File: src/rtl/sysctl_regs.svh
// register offsets, field positions, reset values and codes of the system control block
`ifndef SYSCTL_REGS_SVH
`define SYSCTL_REGS_SVH
`define OFS_BROWNOUT_CTRL 12'h030
`define OFS_REGULATOR_CTRL 12'h034
`define OFS_RESET_CAUSE 12'h05C
`define OFS_RUN_CLOCK_CFG 12'h060
`define OFS_PERIPH_RESET0 12'h040
`define OFS_PERIPH_RESET1 12'h044
`define OFS_PERIPH_RESET2 12'h048
`define OFS_SYS_RESET_REQ 12'h050
`define OFS_WDOG_RELOAD 12'h100
`define OFS_WDOG_CTRL 12'h108
`define OFS_WDOG_INT_CLEAR 12'h10C
`define OFS_WDOG_STATUS 12'h110
`define OFS_WDOG_VALUE 12'h104
`define BIT_BROWNOUT_RESET_EN 1
`define BIT_SYS_RESET_REQ 2
`define BIT_WDOG_INT_EN 0
`define BIT_WDOG_RESET_EN 1
`define CAUSE_EXT 0
`define CAUSE_POR 1
`define CAUSE_BROWNOUT 2
`define CAUSE_WDOG 3
`define CAUSE_SW 4
`define RST_RUN_CLOCK_CFG 32'h0000_0010
`define RST_REGULATOR 32'h0000_0000
`define RST_WDOG_RELOAD 32'hFFFF_FFFF
`define FLD_OSCILLATOR_SOURCE_SELECT_LO 4
`define FLD_OSCILLATOR_SOURCE_SELECT_HI 5
`define FLD_BYPASS 11
`define FLD_EXT_OSCILLATOR_SOURCE_SELECT_LO 12
`define FLD_EXT_OSCILLATOR_SOURCE_SELECT_HI 14
`define SRC_MAIN 2'h0
`define SRC_INTERNAL 2'h1
`define SRC_INTERNAL_DIV4 2'h2
`define SRC_SLOW_30K 2'h3
`define SRC_EXT_RTC 3'h7
`define REG_VOLT_W 6
`endif

File: src/rtl/sysctl_pkg.sv
// types of the system control block
package sysctl_pkg;
  typedef enum logic [2:0] {
    clk_internal = 3'b000,
    clk_internal_div4 = 3'b001,
    clk_main = 3'b010,
    clk_slow_30k = 3'b011,
    clk_ext_rtc = 3'b100,
    clk_pll = 3'b101
  } clock_sel_t;
  typedef enum logic [1:0] {
    wd_count = 2'b00,
    wd_second = 2'b01,
    wd_fired = 2'b10
  } wdog_state_t;
  typedef struct packed {
    logic [1:0] bo_sync;
    logic brownout_reset_enable;
    logic [4:0] reset_cause;
    logic por_seen;
    logic [2:0][31:0] periph_reset;
    logic [2:0][31:0] periph_pulse;
    logic sys_req;
    logic [5:0] regulator_voltage_setting;
    logic [31:0] run_clock_config;
    logic [31:0] watchdog_reload_value;
    logic [31:0] wd_count;
    logic wd_int_en;
    logic wd_reset_en;
    logic wd_int_flag;
    wdog_state_t wd_state;
    logic wd_reset;
    logic bo_int;
    logic [31:0] prdata;
    logic pslverr;
  } sysctl_state_t;
  typedef struct packed {
    logic [95:0] periph;
    logic system;
  } reset_out_t;
endpackage

File: src/rtl/sysctl_top.sv
// reset combining, reset cause, software resets, watchdog and clock select
// Functional notes
// - brown-out reset disabled until software enables
// - brown-out gives interrupt, or reset if enabled
// - brown-out reset held while condition persists
// - reset cause records brown-out
// - set then clear bit resets peripheral
// - reset bits match clock-gating bit layout
// - peripheral reset drives all its domains
// - software request resets whole system
// - watchdog interrupt first, reset second time-out
// - first time-out reloads counter from reload value
// - reset only if interrupt uncleared and enabled
// - regulator voltage field drives regulator
// - internal oscillator selected out of reset
// - pll and internal divided by four selectable
// - source codes pick main, internal, div4, 30k; with bypass zero code 0 gives pll and codes 1 to 3 give internal
// - only main oscillator feeds pll, bypass zero
// - bypass and extended code 7 pick rtc
// - cause flags sticky, power-on clears others
`include "sysctl_regs.svh"
module sysctl_top
  import sysctl_pkg::*;
(
  input wire logic pclk,
  input wire logic presetn,
  input wire logic clk_en,
  input wire logic por_event,
  input wire logic ext_reset_event,
  input wire logic brownout_event,
  input wire logic psel,
  input wire logic penable,
  input wire logic pwrite,
  input wire logic [11:0] paddr,
  input wire logic [31:0] pwdata,
  output logic [31:0] prdata,
  output logic pready,
  output logic pslverr,
  output logic system_reset,
  output logic [95:0] periph_reset,
  output logic brownout_irq,
  output logic watchdog_irq,
  output logic [5:0] regulator_voltage_setting,
  output clock_sel_t clock_select,
  output logic pll_enable
);
  sysctl_state_t r;
  sysctl_state_t next_r;
  logic bo_level;
  logic wr;
  logic rd;
  logic [1:0] src;
  logic [2:0] src2;
  logic bypass;
  clock_sel_t next_sel;
  reset_out_t rst_out;

  assign wr = psel & penable & pwrite;
  assign rd = psel & penable & ~pwrite;
  assign pready = 1'b1;
  assign bo_level = r.bo_sync[1];
  assign src = r.run_clock_config[`FLD_OSCILLATOR_SOURCE_SELECT_HI:`FLD_OSCILLATOR_SOURCE_SELECT_LO];
  assign src2 = r.run_clock_config[`FLD_EXT_OSCILLATOR_SOURCE_SELECT_HI:`FLD_EXT_OSCILLATOR_SOURCE_SELECT_LO];
  assign bypass = r.run_clock_config[`FLD_BYPASS];

  always_comb begin
    next_sel = clk_internal;
    if (!bypass && src == `SRC_MAIN) begin
      next_sel = clk_pll;
    end else if (bypass && src2 == `SRC_EXT_RTC) begin
      next_sel = clk_ext_rtc;
    end else if (bypass) begin
      case (src)
        `SRC_MAIN: next_sel = clk_main;
        `SRC_INTERNAL: next_sel = clk_internal;
        `SRC_INTERNAL_DIV4: next_sel = clk_internal_div4;
        `SRC_SLOW_30K: next_sel = clk_slow_30k;
        default: next_sel = clk_internal;
      endcase
    end
  end

  always_comb begin
    next_r = r;
    next_r.bo_sync = {r.bo_sync[0], brownout_event};
    next_r.pslverr = 1'b0;
    next_r.sys_req = 1'b0;
    for (int i = 0; i < 3; i++) begin
      next_r.periph_pulse[i] = 32'h0000_0000;
    end
    // brown-out: interrupt when reset disabled, reset held while present
    next_r.bo_int = bo_level & ~r.brownout_reset_enable;
    // watchdog down-counter
    if (r.wd_int_en && r.wd_state != wd_fired) begin
      if (r.wd_count == 32'h0000_0000) begin
        if (r.wd_state == wd_count || !r.wd_int_flag) begin
          next_r.wd_int_flag = 1'b1;
          next_r.wd_count = r.watchdog_reload_value;
          next_r.wd_state = wd_second;
        end else if (r.wd_reset_en) begin
          next_r.wd_state = wd_fired;
          next_r.wd_reset = 1'b1;
        end else begin
          next_r.wd_count = r.watchdog_reload_value;
        end
      end else begin
        next_r.wd_count = r.wd_count - 32'h0000_0001;
      end
    end
    // register access
    next_r.prdata = 32'h0000_0000;
    if (rd) begin
      case (paddr)
        `OFS_BROWNOUT_CTRL:
          next_r.prdata[`BIT_BROWNOUT_RESET_EN] = r.brownout_reset_enable;
        `OFS_REGULATOR_CTRL: next_r.prdata[5:0] = r.regulator_voltage_setting;
        `OFS_RESET_CAUSE: next_r.prdata[4:0] = r.reset_cause;
        `OFS_RUN_CLOCK_CFG: next_r.prdata = r.run_clock_config;
        `OFS_PERIPH_RESET0: next_r.prdata = r.periph_reset[0];
        `OFS_PERIPH_RESET1: next_r.prdata = r.periph_reset[1];
        `OFS_PERIPH_RESET2: next_r.prdata = r.periph_reset[2];
        `OFS_SYS_RESET_REQ: next_r.prdata = 32'h0000_0000;
        `OFS_WDOG_RELOAD: next_r.prdata = r.watchdog_reload_value;
        `OFS_WDOG_VALUE: next_r.prdata = r.wd_count;
        `OFS_WDOG_CTRL: next_r.prdata[1:0] = {r.wd_reset_en, r.wd_int_en};
        `OFS_WDOG_STATUS: next_r.prdata[0] = r.wd_int_flag;
        `OFS_WDOG_INT_CLEAR: next_r.prdata = 32'h0000_0000;
        default: next_r.pslverr = 1'b1;
      endcase
    end
    if (wr) begin
      case (paddr)
        `OFS_BROWNOUT_CTRL:
          next_r.brownout_reset_enable = pwdata[`BIT_BROWNOUT_RESET_EN];
        `OFS_REGULATOR_CTRL: next_r.regulator_voltage_setting = pwdata[5:0];
        `OFS_RESET_CAUSE: next_r.reset_cause = r.reset_cause & pwdata[4:0];
        `OFS_RUN_CLOCK_CFG: next_r.run_clock_config = pwdata;
        `OFS_PERIPH_RESET0, `OFS_PERIPH_RESET1, `OFS_PERIPH_RESET2: begin
          for (int i = 0; i < 3; i++) begin
            if (paddr == (`OFS_PERIPH_RESET0 + 12'(4 * i))) begin
              // falling bit after set gives one reset pulse
              next_r.periph_pulse[i] = r.periph_reset[i] & ~pwdata;
              next_r.periph_reset[i] = pwdata;
            end
          end
        end
        `OFS_SYS_RESET_REQ: next_r.sys_req = pwdata[`BIT_SYS_RESET_REQ];
        `OFS_WDOG_RELOAD: begin
          next_r.watchdog_reload_value = pwdata;
          next_r.wd_count = pwdata;
        end
        `OFS_WDOG_CTRL: begin
          next_r.wd_int_en = r.wd_int_en | pwdata[`BIT_WDOG_INT_EN];
          next_r.wd_reset_en = pwdata[`BIT_WDOG_RESET_EN];
        end
        `OFS_WDOG_INT_CLEAR: begin
          if (!(r.wd_count == 32'h0000_0000 && r.wd_state == wd_count)) begin
            next_r.wd_int_flag = 1'b0;
            next_r.wd_state = wd_count;
          end
          next_r.wd_count = r.watchdog_reload_value;
        end
        default: next_r.pslverr = 1'b1;
      endcase
    end
    // causes recorded after the write so a cause in the same cycle wins
    if (bo_level && r.brownout_reset_enable) begin
      next_r.reset_cause[`CAUSE_BROWNOUT] = 1'b1;
    end
    if (r.wd_reset) begin
      next_r.reset_cause[`CAUSE_WDOG] = 1'b1;
    end
    if (r.sys_req) begin
      next_r.reset_cause[`CAUSE_SW] = 1'b1;
    end
    if (ext_reset_event) begin
      next_r.reset_cause[`CAUSE_EXT] = 1'b1;
    end
    // system reset clears watchdog state, clock config and peripheral resets; watchdog reset enable, brown-out enable and cause kept
    if (r.wd_reset || r.sys_req || ext_reset_event ||
        (bo_level && r.brownout_reset_enable)) begin
      next_r.wd_state = wd_count;
      next_r.wd_reset = 1'b0;
      next_r.wd_int_en = 1'b0;
      next_r.wd_int_flag = 1'b0;
      next_r.wd_count = `RST_WDOG_RELOAD;
      next_r.watchdog_reload_value = `RST_WDOG_RELOAD;
      next_r.run_clock_config = `RST_RUN_CLOCK_CFG;
      next_r.periph_reset = '0;
    end
    if (por_event) begin
      next_r.reset_cause = 5'(1 << `CAUSE_POR);
      next_r.brownout_reset_enable = 1'b0;
      next_r.regulator_voltage_setting = 6'(`RST_REGULATOR);
      next_r.run_clock_config = `RST_RUN_CLOCK_CFG;
    end
  end

  always_ff @(posedge pclk or negedge presetn) begin
    if (!presetn) begin
      r <= '0;
      r.reset_cause <= 5'(1 << `CAUSE_POR);
      r.run_clock_config <= `RST_RUN_CLOCK_CFG;
      r.watchdog_reload_value <= `RST_WDOG_RELOAD;
      r.wd_count <= `RST_WDOG_RELOAD;
      r.wd_state <= wd_count;
    end else if (clk_en) begin
      r <= next_r;
    end
  end

  // one reset strobe per peripheral covers every clock domain of that unit
  for (genvar g = 0; g < 96; g++) begin : g_periph
    assign rst_out.periph[g] = r.periph_pulse[g / 32][g % 32] | rst_out.system;
  end
  assign rst_out.system = r.wd_reset | r.sys_req | ext_reset_event |
    por_event | (bo_level & r.brownout_reset_enable);

  assign system_reset = rst_out.system;
  assign periph_reset = rst_out.periph;
  assign brownout_irq = r.bo_int;
  assign watchdog_irq = r.wd_int_flag;
  assign regulator_voltage_setting = r.regulator_voltage_setting;
  assign clock_select = next_sel;
  assign pll_enable = (next_sel == clk_pll);
  assign prdata = r.prdata;
  assign pslverr = r.pslverr;
endmodule

File: config.mk
export PLATFORM = sky130hd
export DESIGN_NAME = sysctl_top
export DESIGN_NICKNAME = d
export VERILOG_FILES = /design/src/rtl/sysctl_pkg.sv /design/src/rtl/sysctl_top.sv
export VERILOG_INCLUDE_DIRS = /design/src /design/src/rtl
export SDC_FILE = /design/constraint.sdc
export NUM_CORES = 1
export LEC_CHECK = 0
export BUFFER_PORTS_ARGS = -buffer_cell sky130_fd_sc_hd__buf_2
export CAP_MARGIN = 20
export CORE_ASPECT_RATIO = 0.9
export CORE_UTILIZATION = 30
export DETAILED_ROUTE_END_ITERATION = 12
export GPL_TIMING_DRIVEN = 0
export PLACE_DENSITY_LB_ADDON = 0.15
export SETUP_SLACK_MARGIN = 0.1
export SLEW_MARGIN = 15
export SYNTH_ARGS = -nofsm -noshare
export SYNTH_HDL_FRONTEND = slang
export SYNTH_SLANG_ARGS = --single-unit
File: constraint.sdc
create_clock -name pclk -period 3.55 [get_ports pclk]
set_input_delay 0.355 -clock pclk [delete_from_list [all_inputs] [get_ports pclk]]
set_output_delay 0.355 -clock pclk [all_outputs]
set_load 0.005 [all_outputs]
==> results of run 1 <==
==> stage by stage <==
stage	std cells	area [um2]
final	2940	21300
after global routing	2938	21300
after CTS	2936	21300
after detailed placement	2865	19900
after global placement	2857	19800
after floorplan	1893	17900
==> path summary, 6_finish.rpt <==
kind	cells past startpoint	end	start
max	5	periph_reset[41]	r[341]
min	2	next_r[343]	brownout_event
max reg2reg	5	r[299]	bo_level
min reg2reg	1	r[224]	r[224]
max in group asynchronous	3	r[54]	presetn
min in group asynchronous	2	r[146]	presetn
==> metal layers <==
layer	track usage, %	part of all wire [%]
met2	41.3	44
met3	4.73	7.2
met1	38.5	45
met5	0	0.062
met4	9.67	3.4
==> where the power goes <==
| group | switching, W | internal (W) | total (W) |
|---|---|---|---|
| clock network | 0.00175 | 0.00247 | 0.00422 |
| registers | 0.00000981 | 0.00392 | 0.00393 |
| logic | 0.000500 | 0.000182 | 0.000682 |
| total | 0.00226 | 0.00658 | 0.00883 |
==> state kept, by name, indices dropped and copies added, names as in the netlist <==
name,flops
r,299
prdata,32
regulator_voltage_setting,6
bo_level,1
brownout_irq,1
bypass,1
next_r,1
pslverr,1
watchdog_irq,1
==> final cells by class <==
cell class,count,share of cell area [%]
multi-input combinational,1331,38.8
sequential,343,40.7
tap,774,4.54
inverter,22,0.387
clock inverter,11,0.657
clock buffer,59,5.41
buffer,196,4.28
timing repair buffer,202,5.27
antenna,2,0.0235
==> cell families after synthesis <==
group	after synthesis	share of synthesized area, %
buf+inv	219	5.58
simple gates	673	19.6
fa+ha+maj	5	0.336
flops	343	48.5
mux	12	0.701
other cells	1	0.0210
compound gates	636	25.0
xor+xnor	4	0.196
==> synth_stat cells (all sizes together), types with 4 or more instances <==
master and number:
a211oi 11, a21boi 4, a21o 5, a21oi 97, a221oi 29, a222oi 4, a22o 12, a22oi 59
a2bb2oi 5, a311oi 4, a31oi 16, a32o 6, a32oi 6, a41oi 5, and3 5, and4 6
buf 60, clkbuf 137, dfrtp 277, dfstp 66, ha 4, inv 21, mux2 4, mux2i 8
nand2 203, nand2b 98, nand3 56, nand3b 5, nand4 13, nor2 90, nor3 34, nor4 26
nor4b 5, o21a 4, o21ai 144, o22a 6, o22ai 35, o2bb2ai 158, o31ai 4, or3 106
or4 10
==> timing repair <==
item	4_1_cts	5_1_grt
resized for setup	3	7
cloned	0	0
pin swaps	1	0
hold buffers	1	0
endpoints found under the hold margin	80	0
buffers inserted	1	0
endpoints found under the setup margin	37	12
==> flow_summary_export.csv, run 1 <==
group,metric,value,unit
drt,routed_wl,82900,um
timing,hold_violations,0,
layout,layout_common_cells,"277 x dfrtp_1, 206 x buf_2, 203 x nand2_1, 158 x o2bb2ai_1, 145 x clkbuf_1",
yosys,ys.flop_type,"dfrtp_1",
timing,layout_setup_ws,0.132,ns
yosys,synth.top_cell.area_share,38.8,%
layout,final_common_cell,"dfrtp_1",
timing,relSlewSlack,22.0,%
drt,drcViolationCount,0,
yosys,synth_warnings,0,
clocking,cts-root-buf,"clkbuf_16",
critical_path,worstSetupPathType,"reg2out",
layout,fin_util,36.3,%
yosys,yosysSeqAreaShare,48.5,%
placed_design,port_buffers,190,
timing,tightest_slew,1.17,ns
global_route,grt_pass1_vias,17013,
timing,timing.final.crit_period,3.42,ns
timing,fin_skew,0.0181,ns
placed_design,post-place-ws,-0.123,ns
layout,fillers,6139,
drt,drt-wirelength-per-cell,28.2,um
die,die_h,233,um
yosys,synthesis.instances,1893,
clocking,cts_buffers,41,
critical_path,critical_path.top_delay_family,"buffers and inverters",
power_and_ir_drop,total_power,0.00883,W
yosys,avgSynthCellArea,9.43,um2
power_and_ir_drop,powerDensity,414,nW/um2
critical_path,start_kind,"register",
drt,drt-initial-drc-count,1885,
layout,regArea,8670,um2
global_route,antenna_found_initial,5,
power_and_ir_drop,irDropWorstVdd,0.259,mV
timing,rsz0062_at_grt,"no",
drt,first_pass_iters,6,
layout,drive_gt1_share,19.2,%
yosys,synthArstFlopShare,100,%
critical_path,critPathSlowestCell,"a2111o_2",
yosys,ys_types,81,
layout,syn2layout_area_growth,19.4,%
die,die_w,259,um
power_and_ir_drop,leakage,8.38,nW
timing,setup_viol,0,
yosys,synth-edff-count,0,
global_route,grt_use_total,27.1,%
die,start_util,30.4,%
hold_path,hold_class,"in2reg",
global_route,grt_pass1_wl,119000,um
global_route,grt_max_degree,93,
yosys,synthesis.nets,1950,
global_route,grt.overflow.total,0,
yosys,synth_seq_cells,343,
critical_path,max_stage_delay,0.65,ns
layout,multi_input_area,8270,um2
layout,finalNetCount,2194,
critical_path,worstPathRequired,3.19,ns
timing,fin_hold_ws,0.0266,ns
die,io-pin-count,196,
timing,fin_setup_tns,0,ns
timing,drv_slew,0,
job,maxCapViolCount,0,
die,row_count,84,
clocking,cts_max_level,2,
yosys,synth.area.top_cells,"dfrtp_1 39%, dfstp_2 9.7%, o2bb2ai_1 7.7%",
clocking,cts_sinks,343,
timing,max_freq,293,MHz
drt,num_vias,17442,
die,core,58600,um2
status,status,"complete, no violations",
clocking,cts_tree,"built",
yosys,synthesis.area,17900,um2
critical_path,path_cells,"a2111o_2 -> clkbuf_2 -> clkbuf_1 -> or3_1 -> buf_2",
drt,viasPerCell,5.93,
die,die_area,60500,um2
critical_path,crit_path_end_kind,"output pin",
drt,drtAntennaViolNets,0,
critical_path,cp.buffers_inverters,3,
clocking,clk_latency,0.57,ns
timing,fin_crit_sh,96.3,%
clocking,path_clk_slew,0.05,ns
placed_design,hpwl,63000,um
critical_path,crit_arrival,3.06,ns
placed_design,gp_congestion,0.928,
critical_path,path_max_fanout,10,
yosys,yosys.area.top_type,"dfrtp_1",
critical_path,r2r_slack,0.21,ns
clocking,cts_buffer_depth,3,
(Power assumes the default switching activity.)
==> run 2: changes to the inputs <==
--- a/config.mk
+++ b/config.mk
@@ -9,7 +9,7 @@
 export BUFFER_PORTS_ARGS = -buffer_cell sky130_fd_sc_hd__buf_2
 export CAP_MARGIN = 20
 export CORE_ASPECT_RATIO = 0.9
-export CORE_UTILIZATION = 30
+export CORE_UTILIZATION = 55
 export DETAILED_ROUTE_END_ITERATION = 12
 export GPL_TIMING_DRIVEN = 0
 export PLACE_DENSITY_LB_ADDON = 0.15
==> run 2 against run 1 <==
  * Combinational power decreased by 4.4%
  * Hold slack better by 0.043 ns
  * Clock skew up 0.0027 ns
  * Sequential power about the same
  * Clock-buffer cell count down 11
  * Worst setup slack gained 0.013 ns
  * Utilization up 29 points
  * Design area decreased by 2.2%
  * First-iteration DRC count increased by 42%
  * Die area is 45% lower
==> flow_summary_export.csv, run 2 (synthesis gave the netlist of run 1 again) <==
group,metric,value,unit
hold_path,hold_depth,2,
layout,antenna_cells,0,
drt,viasPerCell,7.06,
die,row_count,62,
timing,fin_skew,0.0208,ns
die,die_area,33200,um2
clocking,path_clk_slew,0.06,ns
critical_path,worstSetupPathType,"reg2reg",
global_route,grt_pass1_wl,108000,um
placed_design,post-place-ws,-0.0679,ns
critical_path,reg2regPathDepth,8,
layout,fin_area,20800,um2
layout,syn2layout_area_growth,16.7,%
hold_path,min_from,"brownout_event",
drt,drtAntennaViolNets,0,
critical_path,r2r_slack,0.15,ns
hold_path,holdPathEnd,"next_r[343]",
die,start_util,55.9,%
clocking,cts_buffers,37,
global_route,grt.overflow.total,0,
power_and_ir_drop,powerDensity,424,nW/um2
placed_design,hpwl,54200,um
layout,drive_gt1_share,19.0,%
layout,layout_common_cells,"277 x dfrtp_1, 205 x buf_2, 203 x nand2_1, 158 x o2bb2ai_1, 140 x clkbuf_1",
die,die_w,192,um
critical_path,worstPathRequired,4.00,ns
global_route,antenna_found_initial,3,
timing,layout_setup_ws,0.145,ns
critical_path,path_max_fanout,10,
drt,num_vias,18158,
timing,relSlewSlack,20.3,%
status,status,"complete, no violations",
critical_path,timing.rr.start,"r[43]",
clocking,cts-root-buf,"clkbuf_16",
global_route,grt_busiest_layer,"met1",
timing,tightest_slew,1.19,ns
drt,drt-wirelength-per-cell,28.3,um
layout,finalNetCount,2186,
drt,drcViolationCount,0,
clocking,cts_max_level,2,
global_route,met3_usage,10.1,%
placed_design,port_buffers,190,
power_and_ir_drop,power.internal,0.00666,W
layout,fin_util,65.2,%
critical_path,r2r-end,"r[42]",
placed_design,gp_congestion,1.02,
power_and_ir_drop,leakage,8.38,nW
timing,max_freq,294,MHz
drt,first_pass_iters,7,
critical_path,critPathSlowestCell,"nor3_4",
clocking,clk_latency,0.55,ns
clocking,cts_sinks,343,
job,maxCapViolCount,0,
clocking,cts_buffer_depth,3,
critical_path,max_stage_delay,0.64,ns
critical_path,start_kind,"register",
critical_path,crit_top_cell,"a211oi_1",
timing,fin_crit_sh,95.9,%
die,io-pin-count,196,
timing,setup_viol,0,
power_and_ir_drop,switching_power,0.00218,W
critical_path,path_cells,"clkbuf_1 -> nor3_1 -> nand4_1 -> nor3_4 -> buf_2 -> a211oi_1 -> a211oi_1 -> nor2_1",
clocking,cts_tree,"built",
global_route,grt_use_met1,63.4,%
layout,top_register,"r",
critical_path,crit_path_end_kind,"register",
layout,fillers,2645,
timing,timing.final.crit_period,3.40,ns
power_and_ir_drop,irDropWorstVdd,0.545,mV
drt,routed_wl,72700,um
global_route,grt_max_degree,109,
power_and_ir_drop,power.share.combinational,7.4,%
hold_path,hold_class,"in2reg",
power_and_ir_drop,pwr-share-seq,44.5,%
power_and_ir_drop,pwr-share-clk,48.1,%
die,die_h,173,um
timing,rsz0062_at_grt,"no",
critical_path,crit_arrival,3.85,ns
timing,hold_violations,0,
global_route,grt_pass1_vias,17173,
timing,drv_slew,0,
global_route,grt_use_total,43.8,%
global_route,grtUsageMet2,62.9,%
layout,final_common_cell,"dfrtp_1",
die,core,32000,um2
drt,drt-initial-drc-count,2673,
layout,largest_reg_flops,299,
placed_design,place_area,19500,um2
power_and_ir_drop,swShare,24.7,%
-- run 2: cell count changes in the layout (fill, tap and decap cells not counted), sizes merged --
cell	change
clkbuf	-11
bufinv	+4
buf	-4
diode	-2
clkinvlp	-1
clkinv	+4
-- run 2: cell type report --
type	instances	area [um2]	share of cell area, %
plain buffers	196	911	4.37
clock buffers	48	1020	4.88
multi-input cells	1331	8260	39.6
well taps	416	520	2.50
flip-flops and latches	343	8670	41.6
repair buffers	198	1080	5.20
clock inverters	18	303	1.45
inverters	22	82.6	0.396
-- run 2: worst max-delay path by stage --
stage               startpoint     end  slack (ns)
global placement       presetn  r[124]       -4.43
detailed placement    paddr[4]   r[51]       -0.07
floorplan                r[67]   r[47]        1.05
CTS                      r[63]   r[43]        0.14
finish                   r[43]   r[42]        0.15
global route             r[43]   r[64]        0.12
-- run 2: power groups by stage --
stage	Sequential, W	Combinational, W	Clock [W]
final	0.00393	0.000652	0.00425
after global routing	0.00393	0.000691	0.00440
after CTS	0.00393	0.000634	0.00424
after detailed placement	0.00400	0.000630	0
after global placement	0.00400	0.000609	0
after floorplan	0.00400	0.000264	0
-- run 2: what timing repair did --
action / CTS / global route
endpoints found under the setup margin: 22 / 28
pin swaps: 0 / 1
hold endpoints to repair: 44 / 0
hold buffers: 1 / 0
resized for setup: 2 / 7
buffers inserted: 0 / 1
-- run 2: routing by layer --
layer  part of all wire [%]  wire (um)
met1                     40      28800
met2                     43      31200
met3                     12       8820
met4                    5.1       3740
met5                  0.034         25
-- run 2: through the flow --
step           total power, W  cells  setup TNS [ns]  hold slack, ns
2_1_floorplan         0.00426   1893               0          0.0594
3_3_place_gp          0.00461   2499        -1380.08           0.464
3_5_place_dp          0.00463   2505          -0.291           0.345
4_1_cts               0.00880   2571               0          0.0730
5_1_grt               0.00902   2572               0          0.0939
6_report              0.00883   2572               0          0.0692
-- run 2: worst max-delay path, delay by kind of cell, from the launching register on --
family	cells	cell delay, ns
buffers and inverters	2	0.65
AND/OR/NAND/NOR	4	1.81
AO/OA/AOI/OAI	2	0.49
flip-flops	1	0.36
==> run 3: changes to the inputs <==
--- a/config.mk
+++ b/config.mk
@@ -12,7 +12,7 @@
 export CORE_UTILIZATION = 55
 export DETAILED_ROUTE_END_ITERATION = 12
 export GPL_TIMING_DRIVEN = 0
-export PLACE_DENSITY_LB_ADDON = 0.15
+export PLACE_DENSITY_LB_ADDON = 0.3
 export SETUP_SLACK_MARGIN = 0.1
 export SLEW_MARGIN = 15
 export SYNTH_ARGS = -nofsm -noshare
==> run 3 against run 2 <==
  * Sequential power is essentially flat
  * Hold slack got worse by 0.018 ns
  * Global-route usage increased by 0.58 points
  * Fmax rose by 0.57%
  * Worst setup slack gained 0.019 ns
  * Largest cell class unchanged
==> flow_summary_export.csv, run 3 (synthesis gave the netlist of run 1 again) <==
group,metric,value,unit
status,status,"complete, no violations",
layout,layout_common_cells,"277 x dfrtp_1, 205 x buf_2, 203 x nand2_1, 158 x o2bb2ai_1, 145 x clkbuf_1",
drt,drt-wirelength-per-cell,28.7,um
critical_path,start_kind,"register",
critical_path,path_cells,"a2111o_2 -> clkbuf_1 -> clkbuf_1 -> or3_1 -> buf_2",
layout,syn2layout_area_growth,16.1,%
clocking,cts-root-buf,"clkbuf_16",
drt,drtAntennaViolNets,0,
drt,routed_wl,74000,um
critical_path,cp.buffers_inverters,3,
layout,drive_gt1_share,18.9,%
placed_design,gp_congestion,1.00,
clocking,cts_max_level,2,
timing,max_freq,295,MHz
timing,fin_skew,0.0238,ns
clocking,cts_tree,"built",
drt,first_pass_iters,6,
power_and_ir_drop,pwr-share-clk,46.7,%
layout,finalNetCount,2187,
critical_path,timing.rr.start,"r[40]",
power_and_ir_drop,total_power,0.00860,W
timing,setup_viol,0,
drt,drt-initial-drc-count,2512,
timing,fin_hold_ws,0.0510,ns
power_and_ir_drop,power.share.combinational,7.6,%
global_route,grt_max_degree,102,
die,io-pin-count,196,
power_and_ir_drop,leakage,8.31,nW
global_route,grt.overflow.total,0,
layout,top_register,"r",
critical_path,crit_path_end_kind,"output pin",
die,die_h,173,um
critical_path,worstSetupPathType,"reg2out",
die,row_count,62,
critical_path,worstPathRequired,3.19,ns
drt,num_vias,18073,
critical_path,critical_path.top_delay_family,"buffers and inverters",
critical_path,crit_arrival,3.03,ns
die,die_area,33200,um2
timing,timing.final.crit_period,3.39,ns
hold_path,hold_class,"in2reg",
drt,viasPerCell,7.01,
hold_path,holdPathEnd,"next_r[343]",
power_and_ir_drop,power.internal,0.00638,W
timing,hold_violations,0,
power_and_ir_drop,switching_power,0.00222,W
hold_path,min_from,"brownout_event",
die,die_w,192,um
timing,relSlewSlack,17.3,%
timing,rsz0062_at_grt,"yes",
global_route,grt_pass1_wl,109000,um
power_and_ir_drop,swShare,25.8,%
timing,drv_slew,0,
power_and_ir_drop,irDropWorstVdd,0.447,mV
critical_path,r2r-end,"r[63]",
critical_path,critPathSlowestCell,"a2111o_2",
global_route,grt_pass1_vias,17351,
critical_path,path_max_fanout,10,
drt,drcViolationCount,0,
layout,final_common_cell,"dfrtp_1",
critical_path,r2r_slack,0.32,ns
critical_path,max_stage_delay,0.69,ns
critical_path,reg2regPathDepth,10,
placed_design,hpwl,54900,um
die,core,32000,um2
clocking,cts_buffer_depth,3,
clocking,clk_latency,0.56,ns
power_and_ir_drop,powerDensity,415,nW/um2
critical_path,crit_top_cell,"clkbuf_1",
timing,tightest_slew,1.24,ns
clocking,cts_buffers,38,
clocking,cts_sinks,343,
job,maxCapViolCount,0,
global_route,grt_use_total,44.4,%
power_and_ir_drop,pwr-share-seq,45.7,%
hold_path,hold_depth,2,
clocking,path_clk_slew,0.06,ns
global_route,antenna_found_initial,4,
die,start_util,55.9,%
placed_design,port_buffers,190,
timing,fin_crit_sh,95.4,%
layout,largest_reg_flops,299,
-- run 3: how the worst max path moves through the flow --
stage	startpoint	to	cells after the start	slack (ns)
final	bo_level	periph_reset[30]	5	0.16
after global routing	r[63]	r[63]	8	0.07
after CTS	bo_level	periph_reset[30]	5	0.16
after detailed placement	paddr[4]	r[51]	9	0.03
after global placement	presetn	prdata[14]	1	-4.36
after floorplan	r[67]	r[47]	8	1.05
-- run 3: repair_timing --
action	in CTS	in global routing
hold buffers	1	0
pin swaps	0	0
endpoints found under the setup margin	22	26
gates resized for setup	1	5
hold endpoints to repair	86	0
buffers inserted	1	0
-- run 3: power by group through the flow --
stage	Sequential (W)	Clock [W]	Combinational [W]
4_1_cts	0.00393	0.00400	0.000632
5_1_grt	0.00393	0.00413	0.000689
6_report	0.00393	0.00401	0.000651
3_5_place_dp	0.00400	0	0.000629
3_3_place_gp	0.00400	0	0.000606
2_1_floorplan	0.00400	0	0.000264
-- run 3: cell type report --
| class | count | area [um2] |
|---|---|---|
| Sequential cell | 343 | 8670 |
| Clock buffer | 51 | 1030 |
| Inverter | 22 | 82.6 |
| Buffer | 196 | 910 |
| Antenna cell | 2 | 5.00 |
| Tap cell | 416 | 520 |
| Multi-Input combinational cell | 1331 | 8240 |
| Fill cell | 2701 | 11200 |
| Clock inverter | 19 | 196 |
| Timing Repair Buffer | 198 | 1080 |
-- run 3: through the flow --
step	setup slack, ns	cells	instance area (um2)	TNS [ns]	utilization (%)
finish	0.164	2578	20700	0	64.9
global route	0.0661	2576	20700	0	64.9
CTS	0.164	2575	20700	0	64.8
detailed placement	0.0303	2504	19500	0	60.9
global placement	-4.36	2499	19300	-1352.82	60.5
floorplan	1.05	1893	17900	0	-
-- run 3: layer usage --
metal | share of wire [%] | routed length, um | global-route usage, %
met2 | 42 | 31300 | 63.5
met5 | 0.016 | 12 | 0
met3 | 13 | 9250 | 11.2
met4 | 5.8 | 4310 | 22.5
met1 | 39 | 29100 | 62.5
